## src/inc/baud_gen_pkg.sv

```systemverilog
// Constants and types shared by the bit-rate generator
package baud_gen_pkg;
    localparam int CLK_HZ = 100_000_000;
    localparam int DATA_W = 32;
    localparam int ADR_W  = 12;
    localparam int IDX_W  = 10;
    // Register indexes; byte address is four times the index
    localparam logic [IDX_W-1:0] IDX_FRAC   = 10'h09d;
    localparam logic [IDX_W-1:0] IDX_CTRL   = 10'h09e;
    localparam logic [IDX_W-1:0] IDX_WTCON  = 10'h0a0;
    localparam logic [IDX_W-1:0] IDX_PWR    = 10'h0a1;
    localparam logic [IDX_W-1:0] IDX_RLD_LO = 10'h0a2;
    localparam logic [IDX_W-1:0] IDX_RLD_HI = 10'h0a3;
    localparam logic [IDX_W-1:0] IDX_CNT_LO = 10'h0a4;
    localparam logic [IDX_W-1:0] IDX_CNT_HI = 10'h0a5;
    localparam logic [IDX_W-1:0] IDX_STATUS = 10'h0a6;
    // Field positions and widths
    localparam int CTRL_EN_BIT  = 7;
    localparam int DIV_W        = 3;
    localparam int FRAC_W       = 6;
    localparam int WTC_TX_BIT   = 5;
    localparam int WTC_RX_BIT   = 4;
    localparam int WTC_RUN_BIT  = 2;
    localparam int PWR_DBL_BIT  = 7;
    // Reset values
    localparam logic [7:0] CTRL_RST  = 8'h00;
    localparam logic [5:0] FRAC_RST  = 6'h00;
    localparam logic [7:0] WTC_RST   = 8'h00;
    localparam logic [7:0] PWR_RST   = 8'h00;
    localparam logic [7:0] RLD_RST   = 8'h00;
    // Divider figures
    localparam logic [DIV_W-1:0] DIV_MAX   = 3'h6;
    localparam logic [6:0]       FRAC_BASE = 7'h40;
    localparam logic [15:0]      WIDE_TOP  = 16'hffff;
    localparam logic [3:0]       OVS_LAST  = 4'hf;
    typedef enum {
        SRC_SLOW,
        SRC_WIDE,
        SRC_DEDICATED
    } source_t;
endpackage

```

## src/inc/baud_cfg_if.sv

```systemverilog
// Configuration and tick link to the dedicated divider
`timescale 1ns/1ps
`default_nettype none
interface baud_cfg_if;
    logic       enable;
    logic [2:0] div_code;
    logic [5:0] frac;
    logic       sample_tick;
    modport ctrl (
        output enable,
        output div_code,
        output frac,
        input  sample_tick
    );
    modport divider (
        input  enable,
        input  div_code,
        input  frac,
        output sample_tick
    );
endinterface
`default_nettype wire

```

## src/hw/fractional_baud_divider.sv

```systemverilog
// Dedicated binary plus fractional divider, 16x sample ticks
`timescale 1ns/1ps
`default_nettype none
module fractional_baud_divider (
    input  wire logic clk_i,
    input  wire logic rst_i,
    baud_cfg_if.divider cfg
);
    logic [13:0] acc;
    logic [13:0] modulus;
    logic [13:0] acc_step;
    logic [2:0]  div_eff;

    // Codes above six act as six
    always_comb begin
        div_eff = (cfg.div_code > baud_gen_pkg::DIV_MAX) ?
                  baud_gen_pkg::DIV_MAX : cfg.div_code;
        modulus = 14'({1'b0, cfg.frac} + baud_gen_pkg::FRAC_BASE)
                  << div_eff;
        acc_step = acc + 14'(baud_gen_pkg::FRAC_BASE);
    end

    // Mean tick period is modulus/64 cycles
    always_ff @(posedge clk_i) begin
        if (rst_i || !cfg.enable) begin
            acc             <= 14'h0000;
            cfg.sample_tick <= 1'b0;
        end else if (acc_step >= modulus) begin
            acc             <= acc_step - modulus;
            cfg.sample_tick <= 1'b1;
        end else begin
            acc             <= acc_step;
            cfg.sample_tick <= 1'b0;
        end
    end
endmodule
`default_nettype wire

```

## src/hw/uart_baud_rate_generator.sv

```systemverilog
// Bit-rate generator for the variable-rate serial modes
//
// The implementer's own choice: the Wishbone slave port.
`timescale 1ns/1ps
`default_nettype none
// Functional notes
// - In baud mode the wide timer counts once per two clock cycles.
// - Wide timer bit rate is clock over 32 times (65536 minus reload).
// - Wide timer reloads from the capture pair on overflow.
// - Transmit and receive select bits each pick the wide timer.
// - Dedicated enable overrides doubling bit and both select bits.
// - Binary divider code sits in control bits 2..0, codes 0..6.
// - Fractional register keeps six bits; upper two ignore writes.
// - Dedicated rate is 2*clock/(2^(code-1)*(fraction+64)).
// - Dedicated timer covers 49213 to 6250000 bps at CLK_HZ within 0.8 percent.
// - Without dedicated timer, each direction uses slow or wide timer.
// - Slow timer rate is 2^doubling/32 times its overflow rate.
// - Wide timer overflows sixteen times per bit.
module uart_baud_rate_generator (
    input  wire logic        clk_i,
    input  wire logic        rst_i,
    input  wire logic        cyc_i,
    input  wire logic        stb_i,
    input  wire logic        we_i,
    input  wire logic [11:0] adr_i,
    input  wire logic [3:0]  sel_i,
    input  wire logic [31:0] dat_i,
    output logic             ack_o,
    output logic      [31:0] dat_o,
    input  wire logic        slow_overflow_i,
    output logic             tx_sample_tick_o,
    output logic             tx_bit_tick_o,
    output logic             rx_sample_tick_o,
    output logic             rx_bit_tick_o,
    output logic             wide_overflow_o
);
    // Software registers
    logic [7:0]  dedicated_baud_control;
    logic [5:0]  uart_fractional_divider;
    logic [7:0]  wide_timer_control;
    logic [7:0]  power_control_register;
    logic [7:0]  reload_capture_low;
    logic [7:0]  reload_capture_high;

    // Decoded fields
    logic        dedicated_baud_enable;
    logic [2:0]  binary_divider_code;
    logic        transmit_clock_select;
    logic        receive_clock_select;
    logic        wide_run;
    logic        rate_doubling_bit;
    logic [15:0] reload_value;

    // Bus decode
    logic             wb_req;
    logic             wb_wr;
    logic [9:0]       wb_idx;
    logic [31:0]      next_dat;

    // Wide timer state
    logic [15:0] wide_count;
    logic        wide_half;
    logic        wide_baud;
    logic        wide_ovf;

    // Slow timer prescale
    logic        slow_half;
    logic        slow_sample;

    // Per-direction sample events and sources
    logic [1:0]  wide_pick;
    logic [1:0]  sample_ev;
    logic [1:0]  sample_q;
    logic [1:0]  bit_q;
    logic [3:0]  ovs_count [2];
    baud_gen_pkg::source_t src [2];

    // Source seen last cycle, per direction
    baud_gen_pkg::source_t src_prev [2];
    logic [1:0]  src_moved;

    baud_cfg_if cfg ();

    assign dedicated_baud_enable =
        dedicated_baud_control[baud_gen_pkg::CTRL_EN_BIT];
    assign binary_divider_code =
        dedicated_baud_control[baud_gen_pkg::DIV_W-1:0];
    assign transmit_clock_select =
        wide_timer_control[baud_gen_pkg::WTC_TX_BIT];
    assign receive_clock_select =
        wide_timer_control[baud_gen_pkg::WTC_RX_BIT];
    assign wide_run =
        wide_timer_control[baud_gen_pkg::WTC_RUN_BIT];
    assign rate_doubling_bit =
        power_control_register[baud_gen_pkg::PWR_DBL_BIT];
    assign reload_value = {reload_capture_high, reload_capture_low};

    // Dedicated divider configuration
    assign cfg.enable   = dedicated_baud_enable;
    assign cfg.div_code = binary_divider_code;
    assign cfg.frac     = uart_fractional_divider;

    fractional_baud_divider u_frac (
        .clk_i (clk_i),
        .rst_i (rst_i),
        .cfg   (cfg)
    );

    // Classic bus handshake, one wait state
    assign wb_req = cyc_i & stb_i & ~ack_o;
    assign wb_wr  = wb_req & we_i & sel_i[0];
    assign wb_idx = adr_i[11:2];

    always_ff @(posedge clk_i) begin
        if (rst_i) begin
            ack_o <= 1'b0;
        end else begin
            ack_o <= wb_req;
        end
    end

    // Read multiplexer, unmapped reads as zero
    always_comb begin
        next_dat = 32'h0000_0000;
        case (wb_idx)
            baud_gen_pkg::IDX_CTRL: begin
                next_dat[7] = dedicated_baud_control[7];
                next_dat[2:0] = dedicated_baud_control[2:0];
            end
            baud_gen_pkg::IDX_FRAC: begin
                next_dat[5:0] = uart_fractional_divider;
            end
            baud_gen_pkg::IDX_WTCON: begin
                next_dat[7:0] = wide_timer_control;
            end
            baud_gen_pkg::IDX_PWR: begin
                next_dat[7:0] = power_control_register;
            end
            baud_gen_pkg::IDX_RLD_LO: begin
                next_dat[7:0] = reload_capture_low;
            end
            baud_gen_pkg::IDX_RLD_HI: begin
                next_dat[7:0] = reload_capture_high;
            end
            baud_gen_pkg::IDX_CNT_LO: begin
                next_dat[7:0] = wide_count[7:0];
            end
            baud_gen_pkg::IDX_CNT_HI: begin
                next_dat[7:0] = wide_count[15:8];
            end
            baud_gen_pkg::IDX_STATUS: begin
                next_dat[0] = wide_baud;
                next_dat[1] = dedicated_baud_enable;
                next_dat[2] = wide_pick[0];
                next_dat[3] = wide_pick[1];
                // Directions running from the dedicated divider
                next_dat[4] = (src[0] == baud_gen_pkg::SRC_DEDICATED);
                next_dat[5] = (src[1] == baud_gen_pkg::SRC_DEDICATED);
            end
            default: begin
                next_dat = 32'h0000_0000;
            end
        endcase
    end

    always_ff @(posedge clk_i) begin
        if (rst_i) begin
            dat_o <= 32'h0000_0000;
        end else if (wb_req && !we_i) begin
            dat_o <= next_dat;
        end
    end

    // Dedicated control register
    always_ff @(posedge clk_i) begin
        if (rst_i) begin
            dedicated_baud_control <= baud_gen_pkg::CTRL_RST;
        end else if (wb_wr && wb_idx == baud_gen_pkg::IDX_CTRL) begin
            dedicated_baud_control <= dat_i[7:0];
        end
    end

    // Fractional divider, upper bits dropped
    always_ff @(posedge clk_i) begin
        if (rst_i) begin
            uart_fractional_divider <= baud_gen_pkg::FRAC_RST;
        end else if (wb_wr && wb_idx == baud_gen_pkg::IDX_FRAC) begin
            uart_fractional_divider <= dat_i[5:0];
        end
    end

    // Wide timer control
    always_ff @(posedge clk_i) begin
        if (rst_i) begin
            wide_timer_control <= baud_gen_pkg::WTC_RST;
        end else if (wb_wr && wb_idx == baud_gen_pkg::IDX_WTCON) begin
            wide_timer_control <= dat_i[7:0];
        end
    end

    // Power control holding the doubling bit
    always_ff @(posedge clk_i) begin
        if (rst_i) begin
            power_control_register <= baud_gen_pkg::PWR_RST;
        end else if (wb_wr && wb_idx == baud_gen_pkg::IDX_PWR) begin
            power_control_register <= dat_i[7:0];
        end
    end

    // Capture pair
    always_ff @(posedge clk_i) begin
        if (rst_i) begin
            reload_capture_low  <= baud_gen_pkg::RLD_RST;
            reload_capture_high <= baud_gen_pkg::RLD_RST;
        end else if (wb_wr) begin
            if (wb_idx == baud_gen_pkg::IDX_RLD_LO) begin
                reload_capture_low <= dat_i[7:0];
            end
            if (wb_idx == baud_gen_pkg::IDX_RLD_HI) begin
                reload_capture_high <= dat_i[7:0];
            end
        end
    end

    // Wide timer joins baud duty only while not overridden
    always_comb begin
        wide_pick[0] = transmit_clock_select
                       & ~dedicated_baud_enable;
        wide_pick[1] = receive_clock_select
                       & ~dedicated_baud_enable;
        wide_baud = (wide_pick[0] | wide_pick[1]) & wide_run;
    end

    // Half-rate count enable
    always_ff @(posedge clk_i) begin
        if (rst_i || !wide_baud) begin
            wide_half <= 1'b0;
        end else begin
            wide_half <= ~wide_half;
        end
    end

    // Sixteen-bit count with autoreload
    always_ff @(posedge clk_i) begin
        if (rst_i) begin
            wide_count <= 16'h0000;
            wide_ovf   <= 1'b0;
        end else if (wb_wr && wb_idx == baud_gen_pkg::IDX_CNT_LO) begin
            // Software preset wins over counting
            wide_count[7:0] <= dat_i[7:0];
            wide_ovf        <= 1'b0;
        end else if (wb_wr && wb_idx == baud_gen_pkg::IDX_CNT_HI) begin
            wide_count[15:8] <= dat_i[7:0];
            wide_ovf         <= 1'b0;
        end else if (wide_baud && wide_half) begin
            if (wide_count == baud_gen_pkg::WIDE_TOP) begin
                wide_count <= reload_value;
                wide_ovf   <= 1'b1;
            end else begin
                wide_count <= wide_count + 16'h0001;
                wide_ovf   <= 1'b0;
            end
        end else begin
            wide_ovf <= 1'b0;
        end
    end

    always_ff @(posedge clk_i) begin
        if (rst_i) begin
            wide_overflow_o <= 1'b0;
        end else begin
            wide_overflow_o <= wide_ovf;
        end
    end

    // Slow timer overflows halved unless doubled
    always_ff @(posedge clk_i) begin
        if (rst_i) begin
            slow_half <= 1'b0;
        end else if (slow_overflow_i) begin
            slow_half <= ~slow_half;
        end
    end

    assign slow_sample = slow_overflow_i
                         & (rate_doubling_bit | slow_half);

    // Per-direction source choice and bit timing
    for (genvar ch = 0; ch < 2; ch++) begin : g_dir
        always_comb begin
            if (dedicated_baud_enable) begin
                src[ch]       = baud_gen_pkg::SRC_DEDICATED;
                sample_ev[ch] = cfg.sample_tick;
            end else if (wide_pick[ch]) begin
                src[ch]       = baud_gen_pkg::SRC_WIDE;
                sample_ev[ch] = wide_ovf;
            end else begin
                src[ch]       = baud_gen_pkg::SRC_SLOW;
                sample_ev[ch] = slow_sample;
            end
            src_moved[ch] = (src[ch] != src_prev[ch]);
        end

        // A source change restarts the bit phase
        always_ff @(posedge clk_i) begin
            if (rst_i) begin
                src_prev[ch] <= baud_gen_pkg::SRC_SLOW;
            end else begin
                src_prev[ch] <= src[ch];
            end
        end

        // Sixteen samples make one bit
        always_ff @(posedge clk_i) begin
            if (rst_i) begin
                ovs_count[ch] <= 4'h0;
                sample_q[ch]  <= 1'b0;
                bit_q[ch]     <= 1'b0;
            end else begin
                sample_q[ch] <= sample_ev[ch];
                bit_q[ch]    <= 1'b0;
                if (src_moved[ch]) begin
                    ovs_count[ch] <= 4'h0;
                end else if (sample_ev[ch]) begin
                    ovs_count[ch] <= ovs_count[ch] + 4'h1;
                    if (ovs_count[ch] == baud_gen_pkg::OVS_LAST) begin
                        bit_q[ch] <= 1'b1;
                    end
                end
            end
        end
    end

    // Outputs straight from flip-flops
    always_comb begin
        tx_sample_tick_o = sample_q[0];
        tx_bit_tick_o    = bit_q[0];
        rx_sample_tick_o = sample_q[1];
        rx_bit_tick_o    = bit_q[1];
    end
endmodule
`default_nettype wire

```

## config.mk

```make
export PLATFORM = sky130hd
export DESIGN_NAME = uart_baud_rate_generator
export DESIGN_NICKNAME = d
export VERILOG_FILES = /design/src/inc/baud_gen_pkg.sv /design/src/inc/baud_cfg_if.sv /design/src/hw/fractional_baud_divider.sv /design/src/hw/uart_baud_rate_generator.sv
export SDC_FILE = /design/constraint.sdc
export NUM_CORES = 1
export LEC_CHECK = 0
export BUFFER_PORTS_ARGS = -buffer_cell sky130_fd_sc_hd__buf_2
export CORE_ASPECT_RATIO = 1.75
export CORE_MARGIN = 10
export CORE_UTILIZATION = 30
export DETAILED_ROUTE_END_ITERATION = 6
export GPL_ROUTABILITY_DRIVEN = 0
export PLACE_DENSITY = 0.53
export RECOVER_POWER = 50
export SETUP_SLACK_MARGIN = 0.15
export SLEW_MARGIN = 20
export SYNTH_ARGS = -nofsm -noshare
export SYNTH_HDL_FRONTEND = slang
export SYNTH_SLANG_ARGS = --single-unit
```

## constraint.sdc

```tcl
create_clock -name clk_i -period 3.12 [get_ports clk_i]
set_input_delay 0.468 -clock clk_i [delete_from_list [all_inputs] [get_ports clk_i]]
set_output_delay 0.468 -clock clk_i [all_outputs]
set_load 0.02 [all_outputs]
```

==> flow_metrics.env <==
export IMPL_critPathSlowestCell="a2111oi_1"
export IMPL_final_setup_viol_count=0
export IMPL_status="finished clean"
export IMPL_cts_hold_buf=0
export IMPL_rows=70
export IMPL_root_buffer="clkbuf_16"
export IMPL_grt_max_degree=56
export IMPL_setup_ws_ns=0.228
export IMPL_synthMuxAreaShare_pct=10.7
export IMPL_synth_seq_area_share_pct=33.2
export IMPL_highest_layer="met4"
export IMPL_async_flop_share_pct=0
export IMPL_cts_path_max_buffers=2
export IMPL_vias=5615
export IMPL_synth_ff_type="dfxtp_1"
export IMPL_path_clk_slew_ns=0.08
export IMPL_antenna_found_initial=0
export IMPL_period_needed_ns=2.89
export IMPL_ant_nets=0
export IMPL_grt_usage_pct=14.7
export IMPL_hold_path_class="in -> reg"
export IMPL_insertion_delay_ns=0.36
export IMPL_synth_avg_cell_area_sq_um=8.44
export IMPL_critPathKind="reg -> reg"
export IMPL_synthSimpleGateAreaFrac_pct=21.7
export IMPL_power_density_nw_per_um2=367
export IMPL_crit_path_start="dedicated_baud_control[0]"
export IMPL_rsz0062_at_grt="yes"
export IMPL_cp_arrival_ns=3.19
export IMPL_finalHoldViolCount=0
export IMPL_crit_buf_inv=1
export IMPL_h_tree_depth=3
export IMPL_met3_wirelength_microns=760
export IMPL_yosysUniqueCellTypes=76
export IMPL_overflow=0
export IMPL_viasPerCell=5.36
export IMPL_final_setup_tns_ns=0
export IMPL_synth_compound_area_share_pct=18.4
export IMPL_max_cap_violations=0
export IMPL_synth_edf_count=8
export IMPL_drive_above_1_share_pct=15.1
export IMPL_cts_num_sinks=101
export IMPL_slowest_delay_ns=0.63
export IMPL_fill_cells=2277
export IMPL_power_leakage_nw=2.84
export IMPL_cts_made_buffers=9
export IMPL_fmax_mhz=346
export IMPL_area_growth_synth_to_final_pct=13.6
export IMPL_n_antenna_cell=0
export IMPL_place_port_buffers=38
export IMPL_cp_required_ns=3.41
export IMPL_critPathMaxFanout=10
export IMPL_final_area_sq_um=7180
export IMPL_worst_setup_path_start_kind="flop"
export IMPL_slew_headroom_pct=22.0
export IMPL_dpl_hpwl_mm=15.4
export IMPL_crit_chain="buf_4, mux2i_1, or3_1, ha_1, nor2b_1, o211ai_1, a2111oi_1, o32ai_2, xor2_1, a21oi_1"
export IMPL_cts_tree="yes"
export IMPL_cpLargestDelayFamily="compound AO/OA/AOI/OAI gates"
export IMPL_netlist_instances=749
export IMPL_die_y_microns=212
export IMPL_drtPass1Iterations=5
export IMPL_slew_violations=0
export IMPL_synth_area_sq_um=6320
export IMPL_io_pins=92
export IMPL_drt_total_wl_mm=20.2
export IMPL_placed_cells=1030
export IMPL_fin_util_pct=34.4
export IMPL_worstHoldStart="slow_overflow_i"
export IMPL_wl_met1_mm=7.10
export IMPL_regArea_sq_um=2100
export IMPL_max_slew_worst_pin_slew_ns=1.17
export IMPL_synthAdderAreaFrac_pct=4.08
export IMPL_drc=0
export IMPL_vdd_ir_drop_max_v=0.000271
export IMPL_grt_pass1_wl_mm=31.3
export IMPL_synth_top_family_by_area="simple AND/OR/NAND/NOR gates"
export IMPL_routedWlPerCell_microns=19.3
export IMPL_r2r_start="dedicated_baud_control[0]"
export IMPL_grt_pass1_vias=5699
export IMPL_placed_area_sq_um=6830
export IMPL_multi_input_area_sq_um=3910
export IMPL_skew_ns=0.00908
export IMPL_final_cells=1048
export IMPL_die_area_sq_um=27500
export IMPL_drt_iter0_markers=390
export IMPL_core_sq_um=20800
export IMPL_start_util_pct=30.3
export IMPL_cp_end_kind="flop"
export IMPL_die_w_microns=130
export IMPL_min_period_over_period_pct=92.7
export IMPL_nets=865
export IMPL_wl_met2_mm=11.3
export IMPL_dpl_worst_slack_ns=0.0789
export IMPL_synth_seq_cells=101
export IMPL_ys_warnings_count=0
export IMPL_synth_xor_area_share_pct=4.29
## cells in the final DEF, fill, tap and decap left out, types with 7 or more instances in the layout
master     count
mux2i_1       49
dfxtp_1       91
xnor2_1       15
o21ai_0       32
buf_2         22
a22oi_1       16
conb_1        25
a21oi_1       42
nor2_1        89
edfxtp_1       8
inv_1         17
nand2_1       62
clkbuf_1      18
or3_1          9
buf_4         36
o211ai_1      13
ha_1          18
a211oi_1      11
xor2_1        16
mux2_2         7
nor3_1         8
nor2b_1        7
clkbuf_16      9
nand4_1       11
nand3_1       33
## where the power goes
part | switching, W | internal (W) | total [W] | leakage, nW
Sequential | 0.00000642 | 0.00131 | 0.00132 | 0.834
Combinational | 0.000139 | 0.0000488 | 0.000188 | 1.86
Clock | 0.000549 | 0.000578 | 0.00113 | 0.139
## layout make-up
cell class                      count  share of cell area, %
Sequential cell                   101                   29.3
Inverter                           18                  0.941
Multi-Input combinational cell    582                   54.4
Tap cell                          252                   4.39
Clock inverter                      6                  0.767
Timing Repair Buffer               79                   6.87
Clock buffer                       10                   3.33
## logic make-up (layout without fill, tap and decap cells)
group,Yosys count,count (layout)
and+or+nand+nor,269,269
AOI/OAI and AO/OA,175,175
DFF,101,101
buffers and inverters,89,113
muxes,62,62
xor gates and xnor gates,31,31
adders and majority gates,20,20
other,2,25
## synth_stat cells, types with 4 or more instances
master / n / area [sq um]
or3_1: 9 / 56.3
o21a_1: 5 / 37.5
nand2b_1: 5 / 31.3
a22oi_1: 16 / 120
nor3b_1: 4 / 30.0
buf_2: 11 / 55.1
nand2_1: 62 / 233
o211ai_1: 13 / 97.6
buf_4: 28 / 210
mux4_2: 4 / 90.1
and3_1: 6 / 37.5
a211oi_1: 11 / 82.6
nor4b_1: 4 / 35.0
and4_1: 6 / 52.6
nand4_1: 11 / 68.8
nor4_1: 5 / 31.3
dfxtp_1: 93 / 1860
a31oi_1: 5 / 31.3
nor2_1: 89 / 334
inv_1: 18 / 67.6
clkbuf_1: 27 / 101
ha_1: 19 / 238
nor3_1: 8 / 40.0
nor2b_1: 7 / 43.8
a21oi_1: 47 / 235
a22o_1: 6 / 52.6
nand3_1: 33 / 165
mux2_2: 7 / 78.8
xnor2_1: 15 / 131
edfxtp_1: 8 / 240
mux2i_1: 51 / 510
o21ai_0: 35 / 175
a21o_1: 6 / 45.0
xor2_1: 16 / 140
## metrics by stage
step,power [W],hold slack (ns)
floorplan,0.00149,0.421
global placement,0.00154,0.436
detailed placement,0.00154,0.436
CTS,0.00267,0.380
global route,0.00273,0.414
finish,0.00264,0.386
## layer usage
metal,up-vias,track usage (%)
met4,0,8.96
li1,2738,-
met2,158,28.9
met5,-,0
met1,2671,14.0
met3,48,1.67
## tightest hold or removal path: stages
cell and delay, ns:
buf_2 0.10, xnor2_1 0.06, nor2_1 0.07
## final timing paths
kind,slack (ns),depth (start not counted),endpoint
setup / recovery,0.23,10,u_frac.acc[13]
hold / removal,0.39,3,slow_half
setup reg to reg,0.23,10,u_frac.acc[13]
hold reg to reg,0.46,1,wide_half
## state kept, by name, summed over array words and instances, names as in the netlist, 8 cells and up
register / count
power_control_register: 8
wide_timer_control: 8
reload_capture_high: 8
u_frac.acc: 14
wide_count: 16
ovs_count: 8
reload_capture_low: 8
dat_o: 8
## what timing repair did
action / CTS / global route
buffers inserted: 0 / 2
endpoints found under the setup margin: 12 / 13
pin swaps: 0 / 3
resized for setup: 4 / 16
gates cloned: 0 / 0
endpoints found under the hold margin: 0 / 0
Note: power is estimated with default switching activity, not from simulation.
